File: src/rtl/rrs_pkg.sv
// rrs_pkg: constants and carrier types for the rotate-right / power-down executor.
// assumes a core that hands over one 16-bit instruction word per instruction cycle.
package rrs_pkg;

    // ------------------------------------------------------------
    // opcode decode
    // ------------------------------------------------------------
    localparam logic [5:0]  ROT_OPC_HI      = 6'h10;     // upper six bits 0100 00
    localparam logic [15:0] SLEEP_OPCODE    = 16'h0003;  // power-down word
    localparam int          OPC_HI_POS      = 10;        // lsb of the six-bit opcode field
    localparam int          DEST_POS        = 9;
    localparam int          BANK_SEL_POS    = 8;
    localparam logic [7:0]  INDEXED_MAX     = 8'h5F;     // highest offset for indexed mode

    // ------------------------------------------------------------
    // reset values and phase counts
    // ------------------------------------------------------------
    localparam logic [7:0]  ACC_RESET       = 8'h00;
    localparam logic        PD_FLAG_RESET   = 1'b1;
    localparam logic        TO_FLAG_RESET   = 1'b1;
    localparam logic [1:0]  PHASE_COUNT_MAX = 2'h3;      // four phases per instruction

    typedef enum logic [1:0] {
        PH_DECODE,
        PH_READ,
        PH_PROCESS,
        PH_WRITE
    } rrs_phase_type;

    // data-memory access request
    typedef struct packed {
        logic       rd;
        logic       wr;
        logic [3:0] bank;
        logic [7:0] addr;
        logic       access_bank;
        logic       indexed;
        logic [7:0] wdata;
    } rrs_mem_req_type;

    // whole block state
    typedef struct packed {
        rrs_phase_type   phase;
        logic [15:0]     instr;
        logic [7:0]      operand;
        logic [7:0]      result;
        logic [7:0]      acc;
        logic            neg_flag;
        logic            zero_flag;
        logic            pd_flag;
        logic            to_flag;
        logic            wdt_clr;
        logic            sleeping;
        logic            busy;
        rrs_mem_req_type mem;
    } rrs_state_type;

endpackage

File: src/rtl/rrs_exec.sv
// rrs_exec: executes the plain rotate-right and the power-down instruction.
// assumes the fetch unit offers one instruction word with a valid strobe while
// ready is high, and data memory answers a read in the phase after the request.
//
// Operation
// - rotate right, bit zero wraps to seven
// - decode 0100 00da ffffffff as rotate
// - rotate updates only negative and zero flags
// - d=0 writes accumulator, d=1 writes file
// - a=0 access bank, a=1 bank pointer
// - a=0, extended set, f<=5F: indexed addressing
// - power-down clears watchdog and its postscaler
// - power-down clears power-down flag
// - power-down sets time-out flag
// - after power-down, halt until wake-up
// - watchdog wake-up clears time-out flag
`timescale 1ns/1ps

module rrs_exec
    import rrs_pkg::*;
(
    input  wire logic        mclk_in,
    input  wire logic        reset_n_in,
    input  wire logic [15:0] instr_in,
    input  wire logic        instr_valid_in,
    input  wire logic [3:0]  bank_pointer_in,
    input  wire logic        ext_set_en_in,
    input  wire logic [7:0]  mem_rdata_in,
    input  wire logic        neg_flag_in,
    input  wire logic        zero_flag_in,
    input  wire logic        wake_in,
    input  wire logic        wake_wdt_in,
    output logic             instr_ready_out,
    output rrs_mem_req_type  mem_req_out,
    output logic [7:0]       acc_out,
    output logic             neg_flag_out,
    output logic             zero_flag_out,
    output logic             flags_we_out,
    output logic             power_down_flag_out,
    output logic             timeout_flag_out,
    output logic             watchdog_clear_out,
    output logic             osc_halt_out,
    output logic             done_out
);

    // ------------------------------------------------------------
    // state registers
    // ------------------------------------------------------------
    rrs_state_type st_ff;
    rrs_state_type nxt_st;
    logic          wake_meta_ff;
    logic          wake_sync_ff;
    logic          wdt_meta_ff;
    logic          wdt_sync_ff;

    logic is_rot;
    logic is_sleep;
    logic flags_we;
    logic done;

    // wake pins come from the asleep domain, so synchronise before use
    always_ff @(posedge mclk_in or negedge reset_n_in) begin
        if (!reset_n_in) begin
            wake_meta_ff <= 1'b0;
            wake_sync_ff <= 1'b0;
            wdt_meta_ff  <= 1'b0;
            wdt_sync_ff  <= 1'b0;
        end else begin
            wake_meta_ff <= wake_in;
            wake_sync_ff <= wake_meta_ff;
            wdt_meta_ff  <= wake_wdt_in;
            wdt_sync_ff  <= wdt_meta_ff;
        end
    end

    // ------------------------------------------------------------
    // decode of the held instruction word
    // ------------------------------------------------------------
    assign is_rot   = (st_ff.instr[15:OPC_HI_POS] == ROT_OPC_HI);
    assign is_sleep = (st_ff.instr == SLEEP_OPCODE);

    // ------------------------------------------------------------
    // phase sequencer and execution
    // ------------------------------------------------------------
    always_comb begin
        nxt_st = st_ff;
        nxt_st.wdt_clr = 1'b0;
        flags_we = 1'b0;
        done = 1'b0;
        nxt_st.mem.rd = 1'b0;
        nxt_st.mem.wr = 1'b0;
        if (st_ff.sleeping) begin
            // oscillator stopped: nothing executes until a wake event
            if (wake_sync_ff || wdt_sync_ff) begin
                nxt_st.sleeping = 1'b0;
                if (wdt_sync_ff) begin
                    nxt_st.to_flag = 1'b0;
                end
            end
        end else begin
            unique case (st_ff.phase)
                PH_DECODE: begin
                    if (instr_valid_in) begin
                        nxt_st.instr = instr_in;
                        nxt_st.busy  = 1'b1;
                        nxt_st.phase = PH_READ;
                    end
                end
                PH_READ: begin
                    // sleep performs no read in this phase
                    if (st_ff.instr[15:OPC_HI_POS] == ROT_OPC_HI) begin
                        nxt_st.mem.rd          = 1'b1;
                        nxt_st.mem.addr        = st_ff.instr[7:0];
                        nxt_st.mem.access_bank = ~st_ff.instr[BANK_SEL_POS];
                        nxt_st.mem.bank        = st_ff.instr[BANK_SEL_POS] ?
                                                 bank_pointer_in : 4'h0;
                        nxt_st.mem.indexed     = ~st_ff.instr[BANK_SEL_POS] && ext_set_en_in
                                                 && (st_ff.instr[7:0] <= INDEXED_MAX);
                    end
                    nxt_st.phase = PH_PROCESS;
                end
                PH_PROCESS: begin
                    if (is_rot) begin
                        nxt_st.operand   = mem_rdata_in;
                        nxt_st.result    = {mem_rdata_in[0], mem_rdata_in[7:1]};
                        nxt_st.neg_flag  = mem_rdata_in[0];
                        nxt_st.zero_flag = (mem_rdata_in == 8'h00);
                    end else if (is_sleep) begin
                        nxt_st.wdt_clr = 1'b1;
                        nxt_st.pd_flag = 1'b0;
                        nxt_st.to_flag = 1'b1;
                    end
                    nxt_st.phase = PH_WRITE;
                end
                PH_WRITE: begin
                    if (is_rot) begin
                        flags_we = 1'b1;
                        if (st_ff.instr[DEST_POS]) begin
                            nxt_st.mem.wr    = 1'b1;
                            nxt_st.mem.wdata = st_ff.result;
                        end else begin
                            nxt_st.acc = st_ff.result;
                        end
                    end else if (is_sleep) begin
                        nxt_st.sleeping = 1'b1;
                    end
                    done = 1'b1;
                    nxt_st.busy  = 1'b0;
                    nxt_st.phase = PH_DECODE;
                end
            endcase
        end
    end

    // one register for the whole state
    always_ff @(posedge mclk_in or negedge reset_n_in) begin
        if (!reset_n_in) begin
            st_ff <= '{phase: PH_DECODE, instr: 16'h0000, operand: 8'h00, result: 8'h00,
                       acc: ACC_RESET, neg_flag: 1'b0, zero_flag: 1'b0,
                       pd_flag: PD_FLAG_RESET, to_flag: TO_FLAG_RESET, wdt_clr: 1'b0,
                       sleeping: 1'b0, busy: 1'b0,
                       mem: '{rd: 1'b0, wr: 1'b0, bank: 4'h0, addr: 8'h00,
                              access_bank: 1'b0, indexed: 1'b0, wdata: 8'h00}};
        end else begin
            st_ff <= nxt_st;
        end
    end

    // ------------------------------------------------------------
    // outputs
    // ------------------------------------------------------------
    // untouched arithmetic flags pass through; only n and z ever change here
    assign neg_flag_out        = flags_we ? st_ff.neg_flag  : neg_flag_in;
    assign zero_flag_out       = flags_we ? st_ff.zero_flag : zero_flag_in;
    assign flags_we_out        = flags_we;
    assign instr_ready_out     = (st_ff.phase == PH_DECODE) && !st_ff.sleeping;
    assign mem_req_out         = st_ff.mem;
    assign acc_out             = st_ff.acc;
    assign power_down_flag_out = st_ff.pd_flag;
    assign timeout_flag_out    = st_ff.to_flag;
    assign watchdog_clear_out  = st_ff.wdt_clr;
    assign osc_halt_out        = st_ff.sleeping;
    assign done_out            = done;

endmodule

File: config.mk
export PLATFORM = sky130hd
export DESIGN_NAME = rrs_exec
export DESIGN_NICKNAME = d
export VERILOG_FILES = /design/src/rtl/rrs_pkg.sv /design/src/rtl/rrs_exec.sv
export SDC_FILE = /design/constraint.sdc
export NUM_CORES = 1
export LEC_CHECK = 0
export ABC_CLOCK_PERIOD_IN_PS = 2600
export BUFFER_PORTS_ARGS = -buffer_cell sky130_fd_sc_hd__clkbuf_2
export CAP_MARGIN = 0
export CORE_MARGIN = 2
export CORE_UTILIZATION = 45
export DETAILED_ROUTE_END_ITERATION = 10
export GPL_TIMING_DRIVEN = 0
export PLACE_DENSITY = 0.7
export SKIP_CTS_REPAIR_TIMING = 1
export SLEW_MARGIN = 15
export SYNTH_ARGS = -nofsm -noshare
export SYNTH_HDL_FRONTEND = slang
export SYNTH_SLANG_ARGS = --single-unit
export TNS_END_PERCENT = 20
File: constraint.sdc
create_clock -name mclk_in -period 2.6 [get_ports mclk_in]
set_clock_uncertainty 0.15 [all_clocks]
set_input_delay 0.39 -clock mclk_in [delete_from_list [all_inputs] [get_ports mclk_in]]
set_output_delay 0.39 -clock mclk_in [all_outputs]
set_load 0.02 [all_outputs]
==> results.md, run 1 <==
* Status: complete, no violations
* Part of the cycle the worst path needs at 95.4%
* Post-layout min period at 2480 ps
* PD cells at 907 mW/mm^2
* Setup_tns at 0 ps
* Hold Path Origin: wake_wdt_in
* CP arrival at 1940 ps
* GR Util met3 at 4.86%
* Share of layout cells above drive strength 1 at 60.6%
* Critical R2R Capture: st_ff[68]$_DFFE_PN0P_
* Die ar. at 0.00724 sq mm
* Seq cells post-synth at 67
* RePlAce Congestion at 0.765
* R2R depth at 6
* Clk pin slew, worst setup/hold paths at 70 ps
* Final nets at 343
* Cell Area, Synth at 0.00296 sq mm
* RSZ-0062 raised after global routing: no
* Critical path class: reg2out
* Busiest layer in global routing: met2
* IO Pins at 77
* Cell Chain, Critical Path: ha_1, nor2b_1, clkbuf_1, nand3_1, mux2_2, clkbuf_2
* WL/cell at 13.3 um
* TritonCTS clock tree: yes
* WP data required at 2060 ps
* Grt ovf at 0
* DRC at 0
* Worst Hold Class: in2reg
* Actual slew at the worst max-slew pin at 475 ps
* Via count at 1803
* Synth warn at 0
* Clock latency on the worst-skew pair at 330 ps
* Largest net degree at the start of global routing at 35
* Placement Setup Slack at 466 ps
* ANT nets after route at 0
* Placed cells at 367
* DRT Wirelength at 5.11 mm
* CTS sink count at 67
* CTS Root Cell: clkbuf_8
* Max_cap viols at 0
* Leakage at 1.92 nW
* Diodes inserted at 0
* Net Count, Synth at 253
* # rows at 29
* First-pass GRT wire length at 8.61 mm
* Core ar. at 0.00635 sq mm
* Slowest-stage cell, CP: dfrtp_1
* Setup ws final at 120 ps
* Hold worst-path end: wdt_meta_ff$_DFF_PN0_
* Max FO, Critical Path at 6
* Reg2reg start: st_ff[71]$_DFFE_PN0P_
* Peak VDD IR at 549 uV
* DR iter-0 viols at 43
* Worst slew margin at 68.3%
* Vias in the first global route at 1809
* F_max at 403 MHz
* Cell Count, Final, Fillers Out at 384
* Crit path capture type: primary output
* Starting Density at 46.6%
* Vias per std cell at 4.70
* CP max stage delay at 420 ps
* Final setup fails at 0
* Drt pass-1 iters at 4
* Reg2reg setup slack at 510 ps
* Crit path launch: st_ff[71]$_DFFE_PN0P_
* Hold Path Depth at 1
* Endpoints failing hold at 0
* GR Util met2 at 24.9%
* Die Wd at 85.1 um
* CP startpoint kind: flip-flop
* Slew Viols, Final at 0
* Num CTS Buffers at 9
* Die height at 85.1 um
* Clock Tree Buf Depth at 2
* Met1 Track Usage GR at 19.6%
* Yosys cell types at 30
* Mean Syn Cell Area at 13.9 sq um
* Dpl hpwl at 3.80 mm
* H-tree Lvls at 3
* Synthesis-to-finish area growth at 23.0%
* Antenna violations before repair at 0
* Port-buffer cells at 76
* Cells after Synth at 213
* Total track usage at 15.5%
* Sequential cell area fraction in the yosys report at 56.7%
-- layout by cell type (no fill, tap or decap), drive strengths merged --
cell type and instances:
buf 38, and4b 3, mux2i 6, and2 1
a2111oi 1, o21a 1, nor2 2, dlygate4sd3 2
mux2 52, o21ai 2, clkbuf 89, nand3b 1
nor4bb 1, inv 10, nor4 5, ha 4
dfstp 2, clkinv 3, a21oi 1, nand4 1
nand2 10, o32a 1, nand3 2, and3 1
dfrtp 65, nor2b 3
-- final cells by class --
cell class | instances | area, sq um
Inverter | 10 | 37.5
Sequential cell | 67 | 1680
Buffer | 38 | 295
Multi-Input combinational cell | 98 | 948
Clock inverter | 3 | 15.0
Timing Repair Buffer | 79 | 423
Clock buffer | 12 | 145
Fill cell | 558 | 2710
Tap cell | 77 | 96.3
-- worst max-delay path, delay by kind of cell (launching register included) --
| kind | cells | cell delay, ps |
|---|---|---|
| adders and majority gates | 1 | 200 |
| buffers and inverters | 2 | 330 |
| DFF | 1 | 420 |
| muxes | 1 | 360 |
| and+or+nand+nor | 2 | 300 |
-- Yosys cell counts, drive strengths merged --
library cell | number | area, sq um
dfstp | 2 | 52.6
mux2 | 52 | 601
o32a | 1 | 10.0
mux2i | 6 | 60.1
and2 | 1 | 6.26
o21ai | 2 | 10.0
and4b | 3 | 32.5
a21oi | 1 | 5.00
nand4 | 1 | 12.5
nand3b | 1 | 7.51
and3 | 1 | 7.51
nor2b | 3 | 18.8
nor4 | 5 | 46.3
inv | 10 | 37.5
nand3 | 2 | 10.0
dfrtp | 65 | 1630
buf | 37 | 292
a2111oi | 1 | 8.76
o21a | 1 | 7.51
nor4bb | 1 | 10.0
ha | 4 | 50.1
nand2 | 10 | 37.5
clkbuf | 1 | 3.75
nor2 | 2 | 7.51
-- state kept, by name (all words and copies together), names as in the netlist --
signal	count
wake_meta_ff	1
wdt_sync_ff	1
timeout_flag_out	1
mem_req_out	24
wdt_meta_ff	1
st_ff	27
power_down_flag_out	1
wake_sync_ff	1
acc_out	8
osc_halt_out	1
watchdog_clear_out	1
-- metal layers --
layer	wire length, um	vias to the layer above	part of all wire [%]
met5	0	-	0
met4	84	0	1.6
met3	205	7	4.0
met2	2580	36	50
met1	2240	883	44
li1	-	877	-
-- how the worst max path moves through the flow --
stage                                        to  slack (ps)  cells after the start
after global placement             neg_flag_out         500                      4
after detailed placement           neg_flag_out         470                      6
after floorplan           st_ff[55]$_DFFE_PN0P_         570                      6
after global routing               neg_flag_out           7                      6
final                              neg_flag_out         120                      6
after CTS                          neg_flag_out         110                      6
-- where the power goes --
group | total (mW) | leakage [nW] | internal, mW | switching (mW)
Sequential | 1.56 | 0.852 | 1.34 | 0.222
Clock | 0.720 | 0.0860 | 0.363 | 0.357
Combinational | 1.02 | 0.984 | 0.562 | 0.460
Total | 3.30 | 1.92 | 2.26 | 1.04
-- logic make-up after synthesis --
group	synth area share [%]
AOI/OAI and AO/OA	1.39
buffers and inverters	11.2
DFF	56.7
and+or+nand+nor	6.64
muxes	22.3
adders and majority gates	1.69
-- per-stage QoR --
stage               power, mW  cell area (sq um)  util [%]  hold WS [ps]
finish                   3.30               3640      57.3          18.6
global route             3.52               3640      57.3        0.0109
CTS                      3.35               3620      57.0          -102
detailed placement       2.62               3460      54.5           192
global placement         2.57               3440      54.1           181
floorplan                2.31               2960         -         -55.6
Power figures use the tool's default switching activity.
==> run 2: changes to the inputs <==
MAX_ROUTING_LAYER = met4   (was default)
==> results.md, run 2 (synthesized netlist as in run 1, its figures left out) <==
* WP data required at 2060 ps
* Via count at 1812
* CTS Root Cell: clkbuf_8
* Part of the cycle the worst path needs at 95.3%
* Critical path class: reg2out
* Max_cap viols at 0
* Total track usage at 15.9%
* Final setup fails at 0
* Post-Place Cell Area at 0.00346 sq mm
* Die Wd at 85.1 um
* Cell Chain, Critical Path: ha_1, nor2b_1, clkbuf_1, nand3_1, mux2_2, clkbuf_2
* PD cells at 906 mW/mm^2
* Grt ovf at 0
* Largest Register: st_ff
* CP arrival at 1940 ps
* Port-buffer cells at 76
* RSZ-0062 raised after global routing: no
* Setup_tns at 0 ps
* Setup ws final at 123 ps
* Peak VDD IR at 544 uV
* Endpoints failing hold at 0
* Slowest-stage cell, CP: dfrtp_1
* RePlAce Congestion at 0.776
* Drt pass-1 iters at 4
* Diodes inserted at 0
* F_max at 404 MHz
* Area of the multi-input gates at 948 sq um
* IO Pins at 77
* WP depth at 6
* # rows at 29
* H-tree Lvls at 3
* Fin util at 57.3%
* Die ar. at 0.00724 sq mm
* DR iter-0 viols at 58
* # fillers at 558
* Most frequent cells in the layout: clkbuf_2 (75), dfrtp_1 (65), mux2_2 (48)
* Largest net degree at the start of global routing at 35
* Dpl hpwl at 3.80 mm
* Clock latency on the worst-skew pair at 330 ps
* Share of layout cells above drive strength 1 at 60.6%
* Clock Tree Buf Depth at 2
* Worst slew margin at 68.3%
* Clk pin slew, worst setup/hold paths at 60 ps
* Sequential Area at 0.00168 sq mm
* Num CTS Buffers at 9
* DRC at 0
* Max FO, Critical Path at 6
* Crit-path leading delay family: flip-flops
* WL/cell at 13.3 um
* Hold Path Depth at 1
* ANT nets after route at 0
* CP max stage delay at 420 ps
* Slew Viols, Final at 0
* Worst Hold Class: in2reg
* Final nets at 343
* Design Power at 3.30 mW
* Leakage at 1.92 nW
* Die height at 85.1 um
* DRT Wirelength at 5.11 mm
* Status: complete, no violations
* Core ar. at 0.00635 sq mm
* Sum of buffers and inverters on the critical path at 2
* Placement Setup Slack at 466 ps
* TritonCTS clock tree: yes
* CP startpoint kind: flip-flop
* Synthesis-to-finish area growth at 23.0%
* R2R depth at 6
* Crit path capture type: primary output
* CTS sink count at 67
* Starting Density at 46.6%
* Post-layout min period at 2480 ps
* Design Area, Final at 0.00364 sq mm
* Actual slew at the worst max-slew pin at 476 ps
* First-pass GRT wire length at 8.60 mm
* Most common cell after layout, fill and taps aside: clkbuf_2
* Vias per std cell at 4.72
* Antenna violations before repair at 0
* Max FFs per register at 27
* Vias in the first global route at 1817
==> run 2: final timing paths <==
kind / startpoint / end / slack, ps
worst min register to register: wdt_meta_ff$_DFF_PN0_ / wdt_sync_ff$_DFF_PN0_ / 200
min in group asynchronous: reset_n_in / st_ff[65]$_DFFE_PN0P_ / 430
worst min-delay path: wake_wdt_in / wdt_meta_ff$_DFF_PN0_ / 20
max in group asynchronous: reset_n_in / timeout_flag_out$_DFFE_PN1P_ / 1260
worst max register to register: st_ff[71]$_DFFE_PN0P_ / st_ff[68]$_DFFE_PN0P_ / 500
worst max-delay path: st_ff[71]$_DFFE_PN0P_ / neg_flag_out / 120
==> run 2: final cells by class <==
class                           instances  area share, %
Tap cell                               77           2.65
Inverter                               10           1.03
Clock buffer                           12           3.99
Timing Repair Buffer                   79           11.6
Buffer                                 38           8.11
Multi-Input combinational cell         98           26.1
Clock inverter                          3          0.413
Sequential cell                        67           46.1
==> run 2: metal layers <==
metal | track usage (%) | up-vias | share of wire, %
met3 | 3.79 | 7 | 3.9
met1 | 19.6 | 890 | 44
met5 | - | - | 0
met4 | 6.93 | 0 | 1.6
li1 | - | 877 | -
met2 | 25.0 | 38 | 50
==> run 2: per-stage QoR <==
| stage | instances | hold WS (ps) |
|---|---|---|
| detailed placement | 367 | 192 |
| global placement | 366 | 181 |
| finish | 384 | 18.3 |
| global route | 384 | 4.42 |
| CTS | 382 | -102 |
| floorplan | 213 | -55.6 |
==> run 2: power breakdown <==
part,switching [mW],internal (mW)
Sequential,0.222,1.34
Clock,0.356,0.362
Combinational,0.460,0.562
Total,1.04,2.26
